File: src/include/rcf_consts.vh
// Constants for the reset-cause flag block: offsets, bit positions,
// reset values and program counter targets.
// Assumes inclusion by bare name from the design file.
`ifndef RCF_CONSTS_VH
`define RCF_CONSTS_VH
`define RCF_ADDR_W          2
`define RCF_OFF_CAUSE       2'h0
`define RCF_OFF_STATUS      2'h1
`define RCF_OFF_BORCTL      2'h2
`define RCF_OFF_CTRL        2'h3
`define RCF_BIT_OVERFLOW    7
`define RCF_BIT_UNDERFLOW   6
`define RCF_BIT_WATCHDOG    4
`define RCF_BIT_PIN         3
`define RCF_BIT_INSTR       2
`define RCF_BIT_POR         1
`define RCF_BIT_BROWNOUT    0
`define RCF_BIT_TIME_OUT    4
`define RCF_BIT_POWER_DOWN  3
`define RCF_BIT_SOFT_BROWN  7
`define RCF_BIT_FAST_START  6
`define RCF_BIT_READY       0
`define RCF_BIT_STACK_RESET 0
`define RCF_CAUSE_MASK      8'hDF
`define RCF_CAUSE_POR_VAL   8'h1C
`define RCF_BORCTL_RST      8'h80
`define RCF_VEC_RESET       15'h0000
`define RCF_VEC_INT         15'h0004
`define RCF_PC_W            15
`endif

File: src/core/rcf_reset_cause.v
// Reset-cause flag register, time-out and power-down flags, and the
// program counter selection that follows each reset or wake-up event.
// Assumes event inputs are pulses or levels from any clock; each is
// synchronised here before use.
//
// Summary of operation
// Every reset event updates cause flags; power-on, brown-out, watchdog and in-sleep pin resets also update status.
// Power-on sets the time-out flag to one.
// Power-on sets the power-down flag to one.
// Power-on clears the power-on flag; firmware writes it back to one.
// Brown-out clears brown-out flag, keeps power-on flag.
// Brown-out flag also reads zero after power-on.
// Watchdog reset clears watchdog and time-out flags, restarts at zero.
// Watchdog wake clears time-out and power-down, continues at PC plus one.
// Interrupt wake sets time-out, clears power-down, continues at PC+1.
// With interrupts enabled, run next instruction then vector 0004h.
// Pin reset when running clears pin flag, restarts at zero.
// Pin reset in sleep also sets time-out and clears power-down.
// Reset instruction clears its flag and restarts at zero.
// Firmware may write ones into watchdog, pin and instruction flags.
// Stack overflow sets its flag; firmware clears by writing zero.
// Stack underflow sets its flag; firmware clears by writing zero.
// Stack faults reset to zero only when stack reset is enabled.
// Power-on loads cause register with 0001 1100.
// Brown-out loads cause register with 0001 11u0.
// Bit 5 of the cause register always reads zero.
// Either brown-out detector clears the brown-out flag.
// Each source is edge-caught once; writes land on the next edge.
`timescale 1ns/1ps
`include "rcf_consts.vh"
module rcf_reset_cause (
   input  wire                    clk_sys,
   input  wire                    rst_n,
   input  wire [`RCF_ADDR_W-1:0]  reg_addr,
   input  wire [7:0]              reg_wdata,
   input  wire                    reg_wr,
   input  wire                    reg_rd,
   output reg  [7:0]              reg_rdata,
   input  wire                    por_event,
   input  wire                    bor_event,
   input  wire                    low_power_brownout_event,
   input  wire                    watchdog_event,
   input  wire                    pin_event,
   input  wire                    reset_instr_event,
   input  wire                    stack_overflow_event,
   input  wire                    stack_underflow_event,
   input  wire                    interrupt_wake_event,
   input  wire                    sleeping,
   input  wire                    global_interrupt_enable,
   input  wire                    brownout_ready,
   input  wire [`RCF_PC_W-1:0]    pc_current,
   output reg                     pc_load,
   output reg  [`RCF_PC_W-1:0]    pc_value,
   output reg                     core_reset,
   output reg                     soft_brownout_enable,
   output reg                     brownout_fast_start
);

   // Every event input, power-on included, crosses two flip-flops before
   // any logic reads it, so a pulse that is not aligned to clk_sys cannot
   // leave a flag half updated.
   reg  [9:0] sync1_reg;
   reg  [9:0] sync2_reg;
   reg  [9:0] prev_reg;
   wire [9:0] raw_in;
   wire [9:0] ev;
   reg  [7:0] cause_reg;
   reg  [7:0] cause_next;
   reg        time_out_reg;
   reg        time_out_next;
   reg        power_down_reg;
   reg        power_down_next;
   reg        stack_reset_enable_reg;
   reg        vec_pending_reg;
   reg        ready_sync1_reg;
   reg        ready_sync2_reg;
   wire       e_power_on;
   wire       e_brownout;
   wire       e_watchdog;
   wire       e_pin;
   wire       e_instr;
   wire       e_ovf;
   wire       e_unf;
   wire       e_int;
   wire       wr_cause;
   wire       stk_rst;
   wire       asleep;

   assign raw_in = {interrupt_wake_event, stack_underflow_event,
                    stack_overflow_event, reset_instr_event, pin_event,
                    watchdog_event, low_power_brownout_event, bor_event,
                    por_event, sleeping};

   always @(posedge clk_sys or negedge rst_n) begin
      if (!rst_n) begin
         sync1_reg       <= 10'h000;
         sync2_reg       <= 10'h000;
         prev_reg        <= 10'h000;
         ready_sync1_reg <= 1'b0;
         ready_sync2_reg <= 1'b0;
      end else begin
         sync1_reg       <= raw_in;
         sync2_reg       <= sync1_reg;
         prev_reg        <= sync2_reg;
         ready_sync1_reg <= brownout_ready;
         ready_sync2_reg <= ready_sync1_reg;
      end
   end

   // Rising edges only, so a long reset pulse updates flags once.
   assign ev         = sync2_reg & ~prev_reg;
   assign asleep     = sync2_reg[0];
   assign e_power_on = ev[1];
   assign e_brownout = ev[2] | ev[3];
   assign e_watchdog = ev[4];
   assign e_pin      = ev[5];
   assign e_instr    = ev[6];
   assign e_ovf      = ev[7];
   assign e_unf      = ev[8];
   assign e_int      = ev[9];
   assign wr_cause = reg_wr && (reg_addr == `RCF_OFF_CAUSE);
   assign stk_rst  = (e_ovf | e_unf) & stack_reset_enable_reg;

   // Firmware write first, then hardware events on top, so that an event
   // in the same cycle as a write is never lost.
   always @* begin
      cause_next      = cause_reg;
      time_out_next   = time_out_reg;
      power_down_next = power_down_reg;
      if (wr_cause) begin
         cause_next = reg_wdata & `RCF_CAUSE_MASK;
      end
      if (reg_wr && (reg_addr == `RCF_OFF_STATUS)) begin
         time_out_next   = reg_wdata[`RCF_BIT_TIME_OUT];
         power_down_next = reg_wdata[`RCF_BIT_POWER_DOWN];
      end
      if (e_ovf) begin
         cause_next[`RCF_BIT_OVERFLOW] = 1'b1;
      end
      if (e_unf) begin
         cause_next[`RCF_BIT_UNDERFLOW] = 1'b1;
      end
      if (e_instr) begin
         cause_next[`RCF_BIT_INSTR] = 1'b0;
      end
      if (e_pin) begin
         cause_next[`RCF_BIT_PIN] = 1'b0;
         if (asleep) begin
            time_out_next   = 1'b1;
            power_down_next = 1'b0;
         end
      end
      if (e_int) begin
         time_out_next   = 1'b1;
         power_down_next = 1'b0;
      end
      if (e_watchdog) begin
         if (asleep) begin
            time_out_next   = 1'b0;
            power_down_next = 1'b0;
         end else begin
            cause_next[`RCF_BIT_WATCHDOG] = 1'b0;
            time_out_next = 1'b0;
         end
      end
      if (e_brownout) begin
         cause_next[7:6] = 2'h0;
         cause_next[`RCF_BIT_WATCHDOG] = 1'b1;
         cause_next[`RCF_BIT_PIN]      = 1'b1;
         cause_next[`RCF_BIT_INSTR]    = 1'b1;
         cause_next[`RCF_BIT_BROWNOUT] = 1'b0;
         time_out_next   = 1'b1;
         power_down_next = 1'b1;
      end
      if (e_power_on) begin
         cause_next      = `RCF_CAUSE_POR_VAL;
         time_out_next   = 1'b1;
         power_down_next = 1'b1;
      end
      cause_next[5] = 1'b0;
   end

   always @(posedge clk_sys or negedge rst_n) begin
      if (!rst_n) begin
         cause_reg              <= `RCF_CAUSE_POR_VAL;
         time_out_reg           <= 1'b1;
         power_down_reg         <= 1'b1;
         stack_reset_enable_reg <= 1'b1;
         soft_brownout_enable   <= 1'b1;
         brownout_fast_start    <= 1'b0;
      end else begin
         cause_reg <= cause_next;
         time_out_reg   <= time_out_next;
         power_down_reg <= power_down_next;
         if (reg_wr && (reg_addr == `RCF_OFF_CTRL)) begin
            stack_reset_enable_reg <= reg_wdata[`RCF_BIT_STACK_RESET];
         end
         if (reg_wr && (reg_addr == `RCF_OFF_BORCTL)) begin
            soft_brownout_enable <= reg_wdata[`RCF_BIT_SOFT_BROWN];
            brownout_fast_start  <= reg_wdata[`RCF_BIT_FAST_START];
         end
      end
   end

   // Program counter selection. A reset-class event wins over a wake-up.
   always @(posedge clk_sys or negedge rst_n) begin
      if (!rst_n) begin
         pc_load         <= 1'b0;
         pc_value        <= `RCF_VEC_RESET;
         core_reset      <= 1'b0;
         vec_pending_reg <= 1'b0;
      end else begin
         pc_load    <= 1'b0;
         core_reset <= 1'b0;
         if (e_power_on | e_brownout | (e_watchdog & ~asleep) | e_pin
             | e_instr | stk_rst) begin
            pc_load         <= 1'b1;
            pc_value        <= `RCF_VEC_RESET;
            core_reset      <= 1'b1;
            vec_pending_reg <= 1'b0;
         end else if ((e_watchdog & asleep) | e_int) begin
            pc_load  <= 1'b1;
            pc_value <= pc_current + 15'h0001;
            vec_pending_reg <= e_int & global_interrupt_enable;
         end else if (vec_pending_reg) begin
            // Next instruction already loaded; now take the vector.
            pc_load         <= 1'b1;
            pc_value        <= `RCF_VEC_INT;
            vec_pending_reg <= 1'b0;
         end
      end
   end

   always @(posedge clk_sys or negedge rst_n) begin
      if (!rst_n) begin
         reg_rdata <= 8'h00;
      end else if (reg_rd) begin
         case (reg_addr)
            `RCF_OFF_CAUSE:  reg_rdata <= cause_reg & `RCF_CAUSE_MASK;
            `RCF_OFF_STATUS: reg_rdata <= {3'h0, time_out_reg,
                                           power_down_reg, 3'h0};
            `RCF_OFF_BORCTL: reg_rdata <= {soft_brownout_enable,
                                           brownout_fast_start, 5'h00,
                                           ready_sync2_reg};
            `RCF_OFF_CTRL:   reg_rdata <= {7'h00, stack_reset_enable_reg};
            default:         reg_rdata <= 8'h00;
         endcase
      end else begin
         reg_rdata <= 8'h00;
      end
   end
endmodule

File: config.mk
export PLATFORM = sky130hd
export DESIGN_NAME = rcf_reset_cause
export DESIGN_NICKNAME = d
export VERILOG_FILES = /design/src/core/rcf_reset_cause.v
export VERILOG_INCLUDE_DIRS = /design/src /design/src/include
export SDC_FILE = /design/constraint.sdc
export NUM_CORES = 1
export LEC_CHECK = 0
export BUFFER_PORTS_ARGS = -buffer_cell sky130_fd_sc_hd__buf_2
export CAP_MARGIN = 10
export CORE_MARGIN = 3
export CORE_UTILIZATION = 59
export CTS_BUF_LIST = sky130_fd_sc_hd__clkbuf_2 sky130_fd_sc_hd__clkbuf_4 sky130_fd_sc_hd__clkbuf_8
export CTS_CLUSTER_DIAMETER = 30
export DETAILED_ROUTE_END_ITERATION = 7
export GPL_TIMING_DRIVEN = 0
export PLACE_DENSITY_LB_ADDON = 0.12
export SLEW_MARGIN = 20
export SYNTH_ARGS = -nofsm -noshare
export SYNTH_HDL_FRONTEND = slang
export SYNTH_SLANG_ARGS = --single-unit
export TNS_END_PERCENT = 10
File: constraint.sdc
create_clock -name clk_sys -period 2.3 [get_ports clk_sys]
set_input_delay 0.46 -clock clk_sys [delete_from_list [all_inputs] [get_ports clk_sys]]
set_output_delay 0.46 -clock clk_sys [all_outputs]
set_load 0.03 [all_outputs]
[Word level (Yosys, flattened, before mapping)]
Cells that the tools add are included.
Storage, ports and cells
  flip-flop bits (word level): 70
  input bits: 41
  output and inout port bits: 27
  logic and storage cells: 90
Cells by class
  $add $sub $neg: 1
  equal/unequal tests: 3
  muxes and demuxes: 37
  bitwise logic cells: 15
  reductions and logical operators: 12
Operators with widths (count)
  $mux 15: 3
  $pmux 8 s4: 1
  $mux 1: 28
  $mux 8: 3
  $reduce_bool 4->1: 4
  $add 15x1->15 const B: 1
  $and 10x10->10: 1
  $not 10->10: 1
  $or 1x1->1: 8
  $reduce_bool 3->1: 2
  $and 1x1->1: 4
  $eq 2x2->1 const B: 2
  $logic_and 1x1->1: 4
  $mux 3: 1
  $eq 2x1->1 const B: 1
  $logic_not 2->1: 1
  $mux 2: 1
  $reduce_bool 2->1: 1
  $not 1->1: 1

[Depth between registers and ports, before layout]
  depth after elaboration: 10
  depth in mapped cells: 6
  gate-level depth less buffers: 5

[Worst setup path before layout]
Ideal clock, no wire load.
  path kind: input-to-reg
  start: input port reg_addr[1]
  end: register cause_reg[6]
  setup time: 0.119 ns
  arrival: 1.326 ns
  required time: 2.181 ns
  slack: 0.855 ns
  stages: 5
  path buffers: 1
  path through: buf_2 > nor2_4 > nand2_2 > mux2_2 > o21a_1
On the way
  longest elaborated chain between the ends: 3
RTL lines
  start: declaration: RTL line rcf_reset_cause.v:34  | input wire [`RCF_ADDR_W-1:0] reg_addr,
  $logic_not 2->1
  $logic_and 1x1->1: RTL line rcf_reset_cause.v:121  | assign wr_cause = reg_wr && (reg_addr == `RCF_OFF_CAUSE);
  $reduce_bool 4->1 (no line)
  end signal: assignment: RTL line rcf_reset_cause.v:185  | cause_reg <= `RCF_CAUSE_POR_VAL;
  end signal: assignment: RTL line rcf_reset_cause.v:192  | cause_reg <= cause_next;
  end: declaration: RTL line rcf_reset_cause.v:67  | reg [7:0] cause_reg;
No other way between the ends.
A chain may end at the register's enable or synchronous reset.

[Final worst setup path]
  start: register sync2_reg[1]
  end: register pc_value[0]
On the way
  longest elaborated chain between the ends: 7
  elaborated cells on any way between the ends: 8
RTL lines
  start: declaration: RTL line rcf_reset_cause.v:63  | reg [9:0] sync2_reg;
  start signal: assignment: RTL line rcf_reset_cause.v:103  | sync2_reg <= sync1_reg;
  $and 10x10->10 (*): RTL line rcf_reset_cause.v:111  | assign ev = sync2_reg & ~prev_reg;
  $or 1x1->1 (*) (3 in a row): RTL line rcf_reset_cause.v:215  | if (e_power_on | e_brownout | (e_watchdog & ~asleep) | e_pin
  $or 1x1->1 (*) (2 in a row): RTL line rcf_reset_cause.v:216  | | e_instr | stk_rst) begin
  $reduce_bool 3->1 (no line) or $mux 15 (tied branches)
  end signal: assignment: RTL line rcf_reset_cause.v:218  | pc_value <= `RCF_VEC_RESET;
  end signal: assignment: RTL line rcf_reset_cause.v:223  | pc_value <= pc_current + 15'h0001;
  end signal: assignment: RTL line rcf_reset_cause.v:228  | pc_value <= `RCF_VEC_INT;
  end: declaration: RTL line rcf_reset_cause.v:53  | output reg [`RCF_PC_W-1:0] pc_value,
Mark *: on every way between the ends. The rest lies on a longest branch, timed or not.

==> metrics.md <==
| Metric | Value |
|---|---|
| H-tree depth | `3` |
| Synth Flop Type | `dfrtp_1` |
| Slew Viols, Final | `0` |
| Synthesized area per cell | `13.3 um^2` |
| Crit Path Class | `reg2reg` |
| Worst slack at placement | `0.635 ns` |
| Die Footprint | `0.00555 mm^2` |
| Multi-input logic area | `943 um^2` |
| Number of flops mapped to enable cells by yosys | `0` |
| Wire per inst | `14.5 um` |
| Clk sinks | `68` |
| IO Port Bufs | `63` |
| Critical Path AT | `1.83 ns` |
| Die Y | `74.5 um` |
| Final worst-path setup slack | `0.721 ns` |
| Final setup vio count | `0` |
| Placer Congestion | `0.762` |
| Antenna violation net count after detailed routing | `0` |
| Initial antenna violation count | `0` |
| CTS root buf | `clkbuf_8` |
| FF+latch count, synth | `68` |
| Finished Core Util | `0.764` |
| Mapped Cells | `208` |
| Routed WL | `4910 um` |
| Worst setup EP type | `register` |
| Via/cell ratio | `5.24` |
| First-pass GRT wire length | `7900 um` |
| Total Neg Setup Slack | `0 ns` |
| Layout Skew | `0.00384 ns` |
| Initial Util | `0.623` |
| Post-Syn Nets | `250` |
| Pwr Total | `2.70 mW` |
| Library cells used by synthesis | `42` |
| DRC viols | `0` |
| Status | `complete, no violations` |
| Area of the mapped netlist | `0.00277 mm^2` |
| Die Span X | `74.5 um` |
| Critical path data required time | `2.55 ns` |
| Post-CTS setup repair buffer count | `0` |
| Initial DRC count | `51` |
| Reg area | `0.00171 mm^2` |
| Worst-path fanout max | `10` |
| Nets | `325` |
| Asr flop ratio synth | `1.00` |
| Critical path launch point type | `register` |
| N_diodes | `0` |
| Synth warn | `0` |
| Leak Pwr | `1.59 nW` |
| RSZ-0062 raised after global routing | `false` |
| Area grow syn2layout | `22.7%` |
| Minimum clock period | `1.58 ns` |
| Largest net degree at the start of global routing | `40` |
| Reg clk slew, reported paths | `0.07 ns` |
| DR vias | `1783` |
| Post-cts sizing count | `0` |
| Total congestion overflow | `0` |
| Core area | `0.00444 mm^2` |
| Worst Hold Class | `in2async` |
| Post-cts hold buffer count | `0` |
| Pre-antenna DRT Iters | `4` |
| Global Route Usage Sum | `0.200` |
| Share of cells above drive strength 1 | `0.427` |
| CTS tree | `yes` |
| Peak supply drop | `603 uV` |
| Fill cell count | `280` |
| Io pins | `68` |
| Reg2Reg Setup Slack | `0.72 ns` |
| Dpl hpwl | `3590 um` |
| Skew-Pair Late Insertion Delay | `0.33 ns` |
| Final Cycle Share | `0.687` |
| Max reg flops | `15` |
| Maximum buffer depth of the clock tree | `2` |
| Post-synthesis sequential area ratio | `0.618` |
| CTS buffer count | `9` |
| Final Hold Violating Endpoints | `0` |
| Max_cap viols | `0` |
| Vias in the first global route | `1716` |
| Pwr Density | `796 mW/mm^2` |
| Fmax | `633 MHz` |
| FP Rows | `24` |
[critical path, stage by stage (launching register included)]
cell and delay [ns]:
dfrtp_1 0.37, nor2b_1 0.18, a221oi_4 0.26, buf_4 0.23, nand4_4 0.12, buf_6 0.20, o22ai_2 0.13
[layer usage]
layer | part of all wire | global-route usage | routed length [um]
met5 | 0 | 0 | 0
met4 | 0.017 | 0.0949 | 82
met3 | 0.072 | 0.0770 | 353
met2 | 0.48 | 0.314 | 2380
met1 | 0.43 | 0.243 | 2100
[metrics by stage]
step	instances	area, um^2	hold WS (ns)
floorplan	208	2770	0.164
global placement	323	3150	0.333
detailed placement	324	3170	0.335
CTS	340	3400	0.0393
global route	340	3400	0.0359
finish	340	3400	0.0432
[layout by cell type, fill, tap and decap left out, drive strengths merged, types with 2 or more instances in the layout]
cell type,n
buf,70
dfrtp,61
inv,18
o22ai,14
nand2,12
clkbuf,12
xnor2,11
mux2i,8
nor2b,8
nor2,8
mux2,7
dfstp,7
nand3,6
o21ai,5
nor3,5
nand4,4
nor4,4
and3,3
a211oi,3
nand2b,2
nand3b,2
o21a,2
xor2,2
bufinv,2
[cell type report]
class | instances | area share
plain buffers | 6 | 0.0140
clock buffers | 12 | 0.0449
clock inverters | 4 | 0.0214
inverters | 18 | 0.0199
multi-input cells | 116 | 0.278
flip-flops and latches | 68 | 0.503
well taps | 52 | 0.0192
repair buffers | 64 | 0.0994
[synthesized netlist by cell type (2+ instances only)]
library cell	n	area [um^2]
mux2_2	7	78.8
o21ai_0	4	20.0
buf_4	2	15.0
o22ai_1	4	25.0
o22ai_2	10	125
nor4_1	3	18.8
buf_2	2	10.0
nand3b_1	2	15.0
nand4_4	3	63.8
o21a_1	2	15.0
and3_1	3	18.8
nand3_1	6	30.0
xnor2_1	11	96.3
xor2_1	2	17.5
nand2_1	11	41.3
dfstp_2	7	184
inv_1	18	67.6
nand2b_1	2	12.5
nor2_1	7	26.3
nor2b_1	8	50.1
mux2i_1	8	80.1
nor3_1	4	20.0
a211oi_1	2	15.0
buf_6	2	22.5
dfrtp_1	61	1530
[worst paths after layout]
| check | from | to | depth (start not counted) |
|---|---|---|---|
| min in group clk_sys | pin_event | sync1_reg[5] | 1 |
| min | rst_n | reg_rdata[0] | 1 |
| min reg2reg | sync1_reg[6] | sync2_reg[6] | 0 |
| max in group asynchronous | rst_n | time_out_reg | 2 |
| max | sync2_reg[1] | pc_value[0] | 6 |
| max reg2reg | sync2_reg[1] | pc_value[0] | 6 |
[logic make-up after synthesis]
kind of cell,count (synthesis),share of synthesized area
AOI/OAI and AO/OA,30,0.103
xor gates and xnor gates,13,0.0411
adders and majority gates,1,0.00452
buffers and inverters,24,0.0416
DFF,68,0.618
muxes,15,0.0574
other,1,0.00135
and+or+nand+nor,56,0.133
[power breakdown]
part           internal [mW]  switching (mW)
sequential              1.27          0.0329
clock                  0.662           0.414
combinational          0.125           0.195
No activity file was read; power rests on OpenSTA's default activity.
